File: src/common/pfw_regs.svh
// Register offsets, field positions and timing figures of the flash self-write controller
`ifndef PFW_REGS_SVH
`define PFW_REGS_SVH

// ----------------------------------------
// Register byte offsets
// ----------------------------------------
`define PFW_OFS_DATA_LOW 8'h00
`define PFW_OFS_DATA_HIGH 8'h04
`define PFW_OFS_ADDR_LOW 8'h08
`define PFW_OFS_ADDR_HIGH 8'h0C
`define PFW_OFS_CONTROL 8'h10
`define PFW_OFS_UNLOCK 8'h14
`define PFW_OFS_STATUS 8'h18

// ----------------------------------------
// Fields
// ----------------------------------------
`define PFW_CTL_TRIM 6
`define PFW_CTL_ALLOW 2
`define PFW_CTL_WR 1
`define PFW_CTL_RD 0
`define PFW_STA_PWRUP 0
`define PFW_STA_BUSY 1
`define PFW_STA_REFUSED 2
`define PFW_KEY_FIRST 8'h55
`define PFW_KEY_SECOND 8'hAA
`define PFW_LAST_WORD 2'h3
`define PFW_ERASE_NIBBLE 4'h3
`define PFW_HSIZE_WORD 3'h2
`define PFW_RESET_BYTE 8'h00

// ----------------------------------------
// Timing
// ----------------------------------------
`define PFW_CLK_HZ 20000000
`define PFW_PWRUP_MS 72
`define PFW_WRITE_US 4000
`define PFW_SETUP_CYC 2

`endif

File: src/common/pfw_pkg.sv
// Types shared by the flash self-write controller
package pfw_pkg;

	// Sequencer states, one-hot
	typedef enum logic [6:0] {
		PFW_IDLE = 7'h01,
		PFW_RD_WAIT = 7'h02,
		PFW_RD_ACCESS = 7'h04,
		PFW_WR_SETUP = 7'h08,
		PFW_WR_ERASE = 7'h10,
		PFW_WR_PROG = 7'h20,
		PFW_WR_HOLD = 7'h40
	} pfw_state_type;

	// Unlock key progress, one-hot
	typedef enum logic [2:0] {
		PFW_KEY_NONE = 3'h1,
		PFW_KEY_HALF = 3'h2,
		PFW_KEY_ARMED = 3'h4
	} pfw_key_type;

endpackage

File: src/hw/pfw_ctrl.sv
// Flash self-read and self-write controller with an AHB-Lite register slave
//
// Operation
// - Flash data word is data_low bits 7-0 plus data_high bits 5-0.
// - Word address is addr_low plus low four bits of addr_high.
// - Unimplemented bits of data_high, addr_high and control read zero.
// - Trim space pick set steers reads to calibration area; reads only.
// - Program allow bit permits write cycles; clear blocks all self-writes.
// - Write strobe starts a write; set-only; hardware clears when done.
// - Read strobe starts a one-cycle read; set-only; hardware clears it.
// - First instruction after read strobe runs; second is skipped for access.
// - Read data lands next cycle and holds until next read or write.
// - Writes work on aligned four-word blocks, never crossing a boundary.
// - Strobe on words 00-10 only fills buffer; word 11 commits buffer.
// - Sixteen-word row erase only when low address nibble is 0011.
// - Two cycles of setup after write strobe; software places two NOPs.
// - Core halts about 4 ms during erase/write; clocks keep running.
// - Program allow clears at power-up; writes refused during 72 ms timer.
// - Guard bits protect segments from self-writes but not external programming.
// - Code protect blocks writes arriving from external programming port.
// - Write request with trim space pick set performs no write.
// - Unlock key port has no storage and reads back zero.
`timescale 1ns/1ps
`include "pfw_regs.svh"

module pfw_ctrl #(
	parameter int unsigned ADDR_W = 12,
	parameter int unsigned DATA_W = 14,
	parameter int unsigned PWRUP_CYCLES = `PFW_PWRUP_MS * (`PFW_CLK_HZ / 1000),
	parameter int unsigned WRITE_CYCLES = `PFW_WRITE_US * (`PFW_CLK_HZ / 1000000)
) (
	// Clock and reset
	input wire logic hclk,
	input wire logic hresetn,
	// AHB-Lite slave
	input wire logic hsel,
	input wire logic [31:0] haddr,
	input wire logic [1:0] htrans,
	input wire logic hwrite,
	input wire logic [2:0] hsize,
	input wire logic [31:0] hwdata,
	input wire logic hready,
	output logic [31:0] hrdata,
	output logic hreadyout,
	output logic hresp,
	// Configuration word
	input wire logic [1:0] block_guard_bits,
	input wire logic code_protect,
	// External serial programming port write request
	input wire logic ext_prog_wr,
	input wire logic [ADDR_W-1:0] ext_prog_addr,
	input wire logic [DATA_W-1:0] ext_prog_data,
	// Flash array
	output logic flash_rd,
	output logic flash_trim_space,
	output logic flash_erase,
	output logic flash_wr,
	output logic [ADDR_W-1:0] flash_addr,
	output logic [DATA_W-1:0] flash_wdata,
	input wire logic [DATA_W-1:0] flash_rdata,
	// Core pipeline
	output logic cpu_skip,
	output logic cpu_stall
);

	localparam int unsigned PW = $clog2(PWRUP_CYCLES + 1);
	localparam int unsigned HW = $clog2(WRITE_CYCLES + 1);

	// ----------------------------------------
	// Functions
	// ----------------------------------------

	// Guard bits to protected segment: 11 none, 10 lowest eighth, 01 lower half, 00 all
	function automatic logic guarded(input logic [1:0] g, input logic [ADDR_W-1:0] a);
		logic r;
		r = 1'b0;
		case (g)
			2'h3: r = 1'b0;
			2'h2: r = (a[ADDR_W-1:ADDR_W-3] == 3'h0);
			2'h1: r = ~a[ADDR_W-1];
			default: r = 1'b1;
		endcase
		return r;
	endfunction

	// Byte offset decode
	function automatic logic hit(input logic [31:0] a, input logic [7:0] ofs);
		return (a[31:8] == 24'h000000) && (a[7:0] == ofs);
	endfunction

	// ----------------------------------------
	// Storage
	// ----------------------------------------
	logic [7:0] data_low_r;
	logic [5:0] data_high_r;
	logic [7:0] addr_low_r;
	logic [3:0] addr_high_r;
	logic trim_r;
	logic allow_r;
	logic wr_r;
	logic rd_r;
	logic refused_r;
	logic [DATA_W-1:0] buf_r [4];
	pfw_pkg::pfw_state_type state_r;
	pfw_pkg::pfw_key_type key_r;
	logic [1:0] idx_r;
	logic [HW-1:0] cnt_r;
	logic [PW-1:0] pwrup_r;
	logic [ADDR_W-1:0] row_r;

	// Bus phase registers
	logic wph_r;
	logic [7:0] wofs_r;

	// ----------------------------------------
	// Decode
	// ----------------------------------------
	logic bus_go;
	logic wr_go;
	logic [ADDR_W-1:0] cur_addr;
	logic [DATA_W-1:0] cur_data;
	logic pwrup_busy;
	logic w_ctl;
	logic w_key;
	logic strobe_ok;
	logic take_wr;
	logic take_rd;

	assign bus_go = hsel & hready & htrans[1];
	// Word assembled from both data bytes
	assign cur_data = {data_high_r, data_low_r};
	// Address from low byte and high nibble
	assign cur_addr = {addr_high_r, addr_low_r};
	assign pwrup_busy = (pwrup_r != PW'(0));
	assign wr_go = wph_r;
	assign w_ctl = wr_go & (wofs_r == `PFW_OFS_CONTROL);
	assign w_key = wr_go & (wofs_r == `PFW_OFS_UNLOCK);

	// Strobe taken only with allow in the same write, unlock, timer done, free segment
	// Trim pick set in the strobe write refuses it, no write at all
	assign strobe_ok = hwdata[`PFW_CTL_ALLOW] & (key_r == pfw_pkg::PFW_KEY_ARMED) & ~pwrup_busy
		& ~hwdata[`PFW_CTL_TRIM] & ~guarded(block_guard_bits, cur_addr) & (state_r == pfw_pkg::PFW_IDLE);
	// Write strobe without the conditions is dropped
	assign take_wr = w_ctl & hwdata[`PFW_CTL_WR] & strobe_ok;
	assign take_rd = w_ctl & hwdata[`PFW_CTL_RD] & ~hwdata[`PFW_CTL_WR]
		& (state_r == pfw_pkg::PFW_IDLE);

	// ----------------------------------------
	// AHB-Lite slave
	// ----------------------------------------

	// Address phase capture for the following data phase
	always_ff @(posedge hclk or negedge hresetn) begin
		if (!hresetn) begin
			wph_r <= 1'b0;
			wofs_r <= `PFW_RESET_BYTE;
		end else begin
			wph_r <= bus_go & hwrite & (hsize == `PFW_HSIZE_WORD) & (haddr[31:8] == 24'h000000);
			wofs_r <= haddr[7:0];
		end
	end

	// Zero-wait, always OKAY
	always_ff @(posedge hclk or negedge hresetn) begin
		if (!hresetn) begin
			hreadyout <= 1'b0;
			hresp <= 1'b0;
		end else begin
			hreadyout <= 1'b1;
			hresp <= 1'b0;
		end
	end

	// Read data registered at address phase; unmapped reads zero
	always_ff @(posedge hclk or negedge hresetn) begin
		if (!hresetn) begin
			hrdata <= 32'h00000000;
		end else if (bus_go && !hwrite) begin
			hrdata <= 32'h00000000;
			if (hit(haddr, `PFW_OFS_DATA_LOW)) begin
				hrdata[7:0] <= data_low_r;
			end
			if (hit(haddr, `PFW_OFS_DATA_HIGH)) begin
				hrdata[5:0] <= data_high_r;
			end
			if (hit(haddr, `PFW_OFS_ADDR_LOW)) begin
				hrdata[7:0] <= addr_low_r;
			end
			if (hit(haddr, `PFW_OFS_ADDR_HIGH)) begin
				hrdata[3:0] <= addr_high_r;
			end
			if (hit(haddr, `PFW_OFS_CONTROL)) begin
				hrdata[`PFW_CTL_TRIM] <= trim_r;
				hrdata[`PFW_CTL_ALLOW] <= allow_r;
				hrdata[`PFW_CTL_WR] <= wr_r;
				hrdata[`PFW_CTL_RD] <= rd_r;
			end
			if (hit(haddr, `PFW_OFS_STATUS)) begin
				hrdata[`PFW_STA_PWRUP] <= pwrup_busy;
				hrdata[`PFW_STA_BUSY] <= (state_r != pfw_pkg::PFW_IDLE);
				hrdata[`PFW_STA_REFUSED] <= refused_r;
			end
			// Unlock port has no storage and reads zero
		end
	end

	// ----------------------------------------
	// Power-up timer
	// ----------------------------------------

	// Counts down after reset; writes refused while nonzero
	always_ff @(posedge hclk or negedge hresetn) begin
		if (!hresetn) begin
			pwrup_r <= PW'(PWRUP_CYCLES);
		end else if (pwrup_busy) begin
			pwrup_r <= pwrup_r - PW'(1);
		end
	end

	// ----------------------------------------
	// Unlock sequence
	// ----------------------------------------

	// Armed only by 55h then AAh as the last two writes before the strobe
	always_ff @(posedge hclk or negedge hresetn) begin
		if (!hresetn) begin
			key_r <= pfw_pkg::PFW_KEY_NONE;
		end else if (wr_go) begin
			if (w_key && hwdata[7:0] == `PFW_KEY_FIRST) begin
				key_r <= pfw_pkg::PFW_KEY_HALF;
			end else if (w_key && hwdata[7:0] == `PFW_KEY_SECOND && key_r == pfw_pkg::PFW_KEY_HALF) begin
				key_r <= pfw_pkg::PFW_KEY_ARMED;
			end else begin
				key_r <= pfw_pkg::PFW_KEY_NONE;
			end
		end
	end

	// ----------------------------------------
	// Address and configuration bits
	// ----------------------------------------

	// Address bytes, trim pick and allow written by software
	always_ff @(posedge hclk or negedge hresetn) begin
		if (!hresetn) begin
			addr_low_r <= `PFW_RESET_BYTE;
			addr_high_r <= 4'h0;
			trim_r <= 1'b0;
			allow_r <= 1'b0;
		end else if (wr_go) begin
			if (wofs_r == `PFW_OFS_ADDR_LOW) begin
				addr_low_r <= hwdata[7:0];
			end
			if (wofs_r == `PFW_OFS_ADDR_HIGH) begin
				addr_high_r <= hwdata[3:0];
			end
			if (w_ctl) begin
				trim_r <= hwdata[`PFW_CTL_TRIM];
				allow_r <= hwdata[`PFW_CTL_ALLOW];
			end
		end
	end

	// ----------------------------------------
	// Data bytes
	// ----------------------------------------

	// Read result wins over a software write in the same cycle, then holds
	always_ff @(posedge hclk or negedge hresetn) begin
		if (!hresetn) begin
			data_low_r <= `PFW_RESET_BYTE;
			data_high_r <= 6'h00;
		end else if (state_r == pfw_pkg::PFW_RD_ACCESS) begin
			data_low_r <= flash_rdata[7:0];
			data_high_r <= flash_rdata[DATA_W-1:8];
		end else if (wr_go) begin
			if (wofs_r == `PFW_OFS_DATA_LOW) begin
				data_low_r <= hwdata[7:0];
			end
			if (wofs_r == `PFW_OFS_DATA_HIGH) begin
				data_high_r <= hwdata[5:0];
			end
		end
	end

	// ----------------------------------------
	// Four-word write buffer
	// ----------------------------------------

	// Each accepted strobe loads its slot by low address bits
	always_ff @(posedge hclk or negedge hresetn) begin
		if (!hresetn) begin
			for (int i = 0; i < 4; i++) begin
				buf_r[i] <= '0;
			end
		end else if (take_wr) begin
			buf_r[cur_addr[1:0]] <= cur_data;
		end
	end

	// ----------------------------------------
	// Strobe bits
	// ----------------------------------------

	// Set-only write strobe, cleared when commit or buffer load ends
	always_ff @(posedge hclk or negedge hresetn) begin
		if (!hresetn) begin
			wr_r <= 1'b0;
		end else if (take_wr) begin
			wr_r <= 1'b1;
		end else if (state_r == pfw_pkg::PFW_IDLE ||
			(state_r == pfw_pkg::PFW_WR_HOLD && cnt_r == HW'(0))) begin
			wr_r <= 1'b0;
		end
	end

	// Set-only read strobe, cleared after the access cycle
	always_ff @(posedge hclk or negedge hresetn) begin
		if (!hresetn) begin
			rd_r <= 1'b0;
		end else if (take_rd) begin
			rd_r <= 1'b1;
		end else if (state_r == pfw_pkg::PFW_RD_ACCESS) begin
			rd_r <= 1'b0;
		end
	end

	// Last write strobe refused; cleared by the next accepted one
	always_ff @(posedge hclk or negedge hresetn) begin
		if (!hresetn) begin
			refused_r <= 1'b0;
		end else if (take_wr) begin
			refused_r <= 1'b0;
		end else if (w_ctl && hwdata[`PFW_CTL_WR]) begin
			refused_r <= 1'b1;
		end
	end

	// ----------------------------------------
	// Sequencer
	// ----------------------------------------

	// Read timing, commit setup, erase, program and hold
	always_ff @(posedge hclk or negedge hresetn) begin
		if (!hresetn) begin
			state_r <= pfw_pkg::PFW_IDLE;
			cnt_r <= HW'(0);
			idx_r <= 2'h0;
			row_r <= '0;
		end else begin
			case (state_r)
				pfw_pkg::PFW_IDLE: begin
					// Commit only from last word of a block
					if (take_wr && cur_addr[1:0] == `PFW_LAST_WORD) begin
						state_r <= pfw_pkg::PFW_WR_SETUP;
						cnt_r <= HW'(`PFW_SETUP_CYC - 1);
						row_r <= {cur_addr[ADDR_W-1:2], 2'h0};
					end else if (take_rd) begin
						state_r <= pfw_pkg::PFW_RD_WAIT;
					end
				end
				pfw_pkg::PFW_RD_WAIT: state_r <= pfw_pkg::PFW_RD_ACCESS;
				pfw_pkg::PFW_RD_ACCESS: state_r <= pfw_pkg::PFW_IDLE;
				// Two setup cycles before the halt
				pfw_pkg::PFW_WR_SETUP: begin
					if (cnt_r == HW'(0)) begin
						idx_r <= 2'h0;
						// Row erase only on nibble 0011
						if (addr_low_r[3:0] == `PFW_ERASE_NIBBLE) begin
							state_r <= pfw_pkg::PFW_WR_ERASE;
						end else begin
							state_r <= pfw_pkg::PFW_WR_PROG;
						end
					end else begin
						cnt_r <= cnt_r - HW'(1);
					end
				end
				pfw_pkg::PFW_WR_ERASE: state_r <= pfw_pkg::PFW_WR_PROG;
				pfw_pkg::PFW_WR_PROG: begin
					idx_r <= idx_r + 2'h1;
					if (idx_r == `PFW_LAST_WORD) begin
						state_r <= pfw_pkg::PFW_WR_HOLD;
						cnt_r <= HW'(WRITE_CYCLES - 1);
					end
				end
				// Core held for the write time
				pfw_pkg::PFW_WR_HOLD: begin
					if (cnt_r == HW'(0)) begin
						state_r <= pfw_pkg::PFW_IDLE;
					end else begin
						cnt_r <= cnt_r - HW'(1);
					end
				end
				default: state_r <= pfw_pkg::PFW_IDLE;
			endcase
		end
	end

	// ----------------------------------------
	// Flash and core outputs
	// ----------------------------------------

	// Flash strobes, address and data, all registered
	always_ff @(posedge hclk or negedge hresetn) begin
		if (!hresetn) begin
			flash_rd <= 1'b0;
			flash_trim_space <= 1'b0;
			flash_erase <= 1'b0;
			flash_wr <= 1'b0;
			flash_addr <= '0;
			flash_wdata <= '0;
		end else begin
			flash_rd <= (state_r == pfw_pkg::PFW_RD_WAIT);
			flash_erase <= 1'b0;
			flash_wr <= 1'b0;
			if (state_r == pfw_pkg::PFW_RD_WAIT) begin
				flash_addr <= cur_addr;
				// Calibration area chosen for reads only
				flash_trim_space <= trim_r;
			end else if (state_r == pfw_pkg::PFW_WR_SETUP && cnt_r == HW'(0)) begin
				// Erase pulse for the sixteen-word row
				flash_erase <= (addr_low_r[3:0] == `PFW_ERASE_NIBBLE);
				flash_addr <= {row_r[ADDR_W-1:4], 4'h0};
				flash_trim_space <= 1'b0;
			end else if (state_r == pfw_pkg::PFW_WR_ERASE) begin
				flash_addr <= row_r;
			end else if (state_r == pfw_pkg::PFW_WR_PROG) begin
				// Whole buffer goes to flash in address order
				flash_wr <= 1'b1;
				flash_addr <= {row_r[ADDR_W-1:2], idx_r};
				flash_wdata <= buf_r[idx_r];
			end else if (state_r == pfw_pkg::PFW_IDLE && ext_prog_wr && !code_protect) begin
				// Guard bits do not apply to external programming
				// Code protect blocks external programming writes
				flash_wr <= 1'b1;
				flash_addr <= ext_prog_addr;
				flash_wdata <= ext_prog_data;
				flash_trim_space <= 1'b0;
			end
		end
	end

	// Pipeline controls to the core
	always_ff @(posedge hclk or negedge hresetn) begin
		if (!hresetn) begin
			cpu_skip <= 1'b0;
			cpu_stall <= 1'b0;
		end else begin
			// Second instruction after read strobe is ignored
			cpu_skip <= (state_r == pfw_pkg::PFW_RD_WAIT);
			// Halt from end of setup until hold expires
			cpu_stall <= (state_r == pfw_pkg::PFW_WR_SETUP && cnt_r == HW'(0)) ||
				state_r == pfw_pkg::PFW_WR_ERASE || state_r == pfw_pkg::PFW_WR_PROG ||
				(state_r == pfw_pkg::PFW_WR_HOLD && cnt_r != HW'(0));
		end
	end

endmodule

File: config.mk
export PLATFORM = sky130hd
export DESIGN_NAME = pfw_ctrl
export DESIGN_NICKNAME = d
export VERILOG_FILES = /design/src/common/pfw_pkg.sv /design/src/hw/pfw_ctrl.sv
export VERILOG_INCLUDE_DIRS = /design/src /design/src/common
export SDC_FILE = /design/constraint.sdc
export NUM_CORES = 1
export LEC_CHECK = 0
export ABC_AREA = 1
export BUFFER_PORTS_ARGS = -buffer_cell sky130_fd_sc_hd__buf_2
export CORE_MARGIN = 2
export CORE_UTILIZATION = 35
export CTS_CLUSTER_DIAMETER = 150
export DETAILED_ROUTE_END_ITERATION = 12
export PLACE_DENSITY_LB_ADDON = 0.25
export SLEW_MARGIN = 20
export SYNTH_ARGS = -nofsm -noshare
export SYNTH_HDL_FRONTEND = slang
export SYNTH_SLANG_ARGS = --single-unit
File: constraint.sdc
create_clock -name hclk -period 1.8 [get_ports hclk]
set_input_delay 0.09 -clock hclk [delete_from_list [all_inputs] [get_ports hclk]]
set_output_delay 0.09 -clock hclk [all_outputs]
set_load 0.03 [all_outputs]
==> out/qor.yml <==
drc: 0
place_hpwl_um: 20300
antenna_found_initial: 1
cts-root-buf: "clkbuf_16"
nets: 1720
die_w_um: 173
final_cells: 1988
cp_top_family: "simple AND/OR/NAND/NOR gates"
grt_usage_pct: 19.2
synth_largest_area_cell: "dfrtp_1"
htreeDepth: 4
start_util_pct: 35.8
reg2reg_from: "pwrup_r[0]"
worst-path-buf-inv: 3
cts_buffers: 17
synth_edf_count: 0
cp_data_required_time_ps: 2110
critPathKind: "reg -> reg"
core.rowCount: 61
most-common-layout-cells: "nand2_1 (280), dfrtp_1 (184), nor2_1 (144)"
synth_area_um2: 10000
post_route_cells_drive_above_1_share_pct: 32.9
ir_drop_mv: 0.582
clock_latency_ps: 440
fin_ws_ps: -109
cp-end-kind: "flop"
violations: "negative setup slack"
min_period_over_period_pct: 106
final_antenna_net_count: 0
hp-start: "ext_prog_addr[9]"
area_growth_pct: 41.6
grt_pass1_wl_um: 46700
vias_per_cell: 4.77
status: "finished, violations left"
slew_headroom_pct: 62.9
grt_start_max_net_pins: 48
crit_arrival_ps: 2220
cp-startpoint: "pwrup_r[0]"
die_y_um: 173
crit_path_frequent_cell: "nand2_2"
synth_cells: 1253
post-route-min-period_ps: 1910
tightest_slew_ps: 551
layout_commonest_cell: "nand2_1"
num_vias: 9481
overflow: 0
fin_worst_skew_ps: 13.6
pre_cts_slack_ps: -146
fp.dieArea_um2: 30000
yosysWarningCount: 0
critPathMaxFanout: 6
synth-seq-cells: 196
clock_path_buffers: 2
hold_class: "in -> reg"
synth.avg_cell_area_um2: 7.99
finalWeightedCongestion: 0.861
maxCapViolations: 0
power.density_nw_per_um2: 663
place_inst: 1862
seq_area_frac_synth_pct: 49.1
yosysUniqueCellTypes: 45
first_pass_iters: 5
path_cells: "inv_2 -> ha_4 -> nand2_2 -> nor2_1 -> nand2_1 -> nor2_4 -> nand4_4 -> nand2_4 -> nand3_4 -> buf_12 -> buf_8 -> nand2_2 -> o21ai_1"
synth_area_leaders: "dfrtp_1 (46%), nand2_1 (12%), nor2_1 (6.5%)"
finalSetupViolations: 50
cp_slowest_stage_delay_ps: 400
final_util_pct: 50.7
path_clk_slew_ps: 80
max_freq_mhz: 524
drt_iter0_drc: 744
yosysTopAreaCellShare_pct: 46.3
finalMaxSlewViolations: 0
drt_wl_total_um: 29500
yosys_most_used_dff: "dfrtp_1"
io_buffers: 133
grt_pass1_vias: 9126
critPathLaunchType: "flop"
clkSinkCount: 196
async_flop_share_pct: 100
antenna_cells: 0
wire_per_inst_um: 14.8
cp_slowest_cell: "dfrtp_1"
coreArea_um2: 27900
leakagePower_uw: 0.00722
cts_tree: "done"
report.final.hold_viol_count: 0
io-pin-count: 184
rsz0062_at_grt: "true"
## routing by layer
layer	track usage [%]	vias up	wire length, µm
met5	0	-	13
met4	6.29	2	549
met3	2.81	43	1120
met2	30.6	244	13900
met1	26.9	4467	13900
li1	-	4725	-
## per-stage QoR
| step | power [µW] | instance area (µm²) | setup TNS, ps | hold slack, ps |
|---|---|---|---|---|
| after CTS | 9440 | 13600 | -1060 | 2.54 |
| after global placement | 5340 | 12000 | -3300 | 78.7 |
| final | 9390 | 14200 | -2330 | 22.1 |
| after global routing | 9740 | 14200 | -9640 | 31.7 |
| after detailed placement | 5350 | 12000 | -5570 | 80.0 |
| after floorplan | 5030 | 10100 | 0 | -206 |
## registers in the layout, indices dropped and copies added, names as in the netlist, 2 cells and up
name,flops
buf_r,56
pwrup_r,21
cnt_r,17
flash_wdata,14
flash_addr,12
row_r,10
addr_low_r,8
data_low_r,8
hrdata,8
wofs_r,8
state_r,7
data_high_r,6
addr_high_r,4
key_r,3
idx_r,2
## Yosys cell counts, types with 2 or more instances
| library cell | instances |
|---|---|
| a21oi_1 | 15 |
| a31oi_1 | 16 |
| buf_1 | 2 |
| buf_2 | 8 |
| buf_4 | 27 |
| buf_6 | 7 |
| clkbuf_1 | 22 |
| conb_1 | 2 |
| dfrtp_1 | 185 |
| dfstp_2 | 11 |
| ha_1 | 5 |
| inv_1 | 105 |
| inv_2 | 9 |
| nand2_1 | 325 |
| nand2_2 | 3 |
| nand2_4 | 2 |
| nand3_1 | 74 |
| nand3_2 | 2 |
| nand3_4 | 2 |
| nand3b_1 | 4 |
| nand4_1 | 22 |
| nor2_1 | 172 |
| nor2_2 | 10 |
| nor2_4 | 3 |
| nor3_1 | 6 |
| nor4_1 | 9 |
| o211ai_1 | 4 |
| o21ai_0 | 75 |
| o21ai_1 | 37 |
| o21ai_2 | 35 |
| o221ai_1 | 2 |
| o22ai_1 | 16 |
| or2_1 | 3 |
| or2_2 | 2 |
| xnor2_1 | 10 |
| xor2_1 | 12 |
## worst reg2reg max path, cell delays in order, from the launching register on
cell and delay [ps]:
dfrtp_1 400, inv_2 90, ha_4 140, nand2_2 50, nor2_1 80, nand2_1 80, nor2_4 160, nand4_4 150
nand2_4 140, nand3_4 110, buf_12 160, buf_8 130, nand2_2 50, o21ai_1 60
## repair_timing
item                                   4_1_cts  5_1_grt
buffers inserted                            10       21
pin swaps                                   10       30
setup endpoints to repair                   65      133
gates cloned                                 4        4
endpoints found under the hold margin      100        0
resized for setup                           60      119
hold buffers                                60        0
## report_power, final
group	internal, µW	switching, µW
sequential	4490	52.7
clock	2190	1800
combinational	324	538
## final cells by class
class	instances	area [µm²]
flip-flops and latches	196	4920
inverters	114	443
well taps	378	473
clock buffers	21	470
clock inverters	11	136
multi-input cells	904	4910
repair buffers	363	2810
fillers	2684	13800
repair inverters	1	6.26
## cells by family (layout without fill, tap and decap cells)
logic type / Yosys count / count (layout) / synth area share [%]
AO/OA/AOI/OAI: 207 / 207 / 12.4
XOR/XNOR: 22 / 22 / 1.93
flip-flops: 196 / 196 / 49.1
AND/OR/NAND/NOR: 641 / 644 / 27.4
buffers and inverters: 180 / 510 / 8.39
other: 2 / 26 / 0.0750
adder cells (fa/ha/maj): 5 / 5 / 0.625
## worst paths after layout
kind / to / slack [ps] / cells past startpoint
min: flash_addr[9] / 20 / 5
max: cnt_r[3] / -110 / 13
min in group asynchronous: cnt_r[13] / 170 / 2
max reg2reg: cnt_r[3] / -110 / 13
max in group asynchronous: key_r[0] / 880 / 3
min reg2reg: hrdata[0] / 480 / 2
No activity file was read; power rests on OpenSTA's default activity.
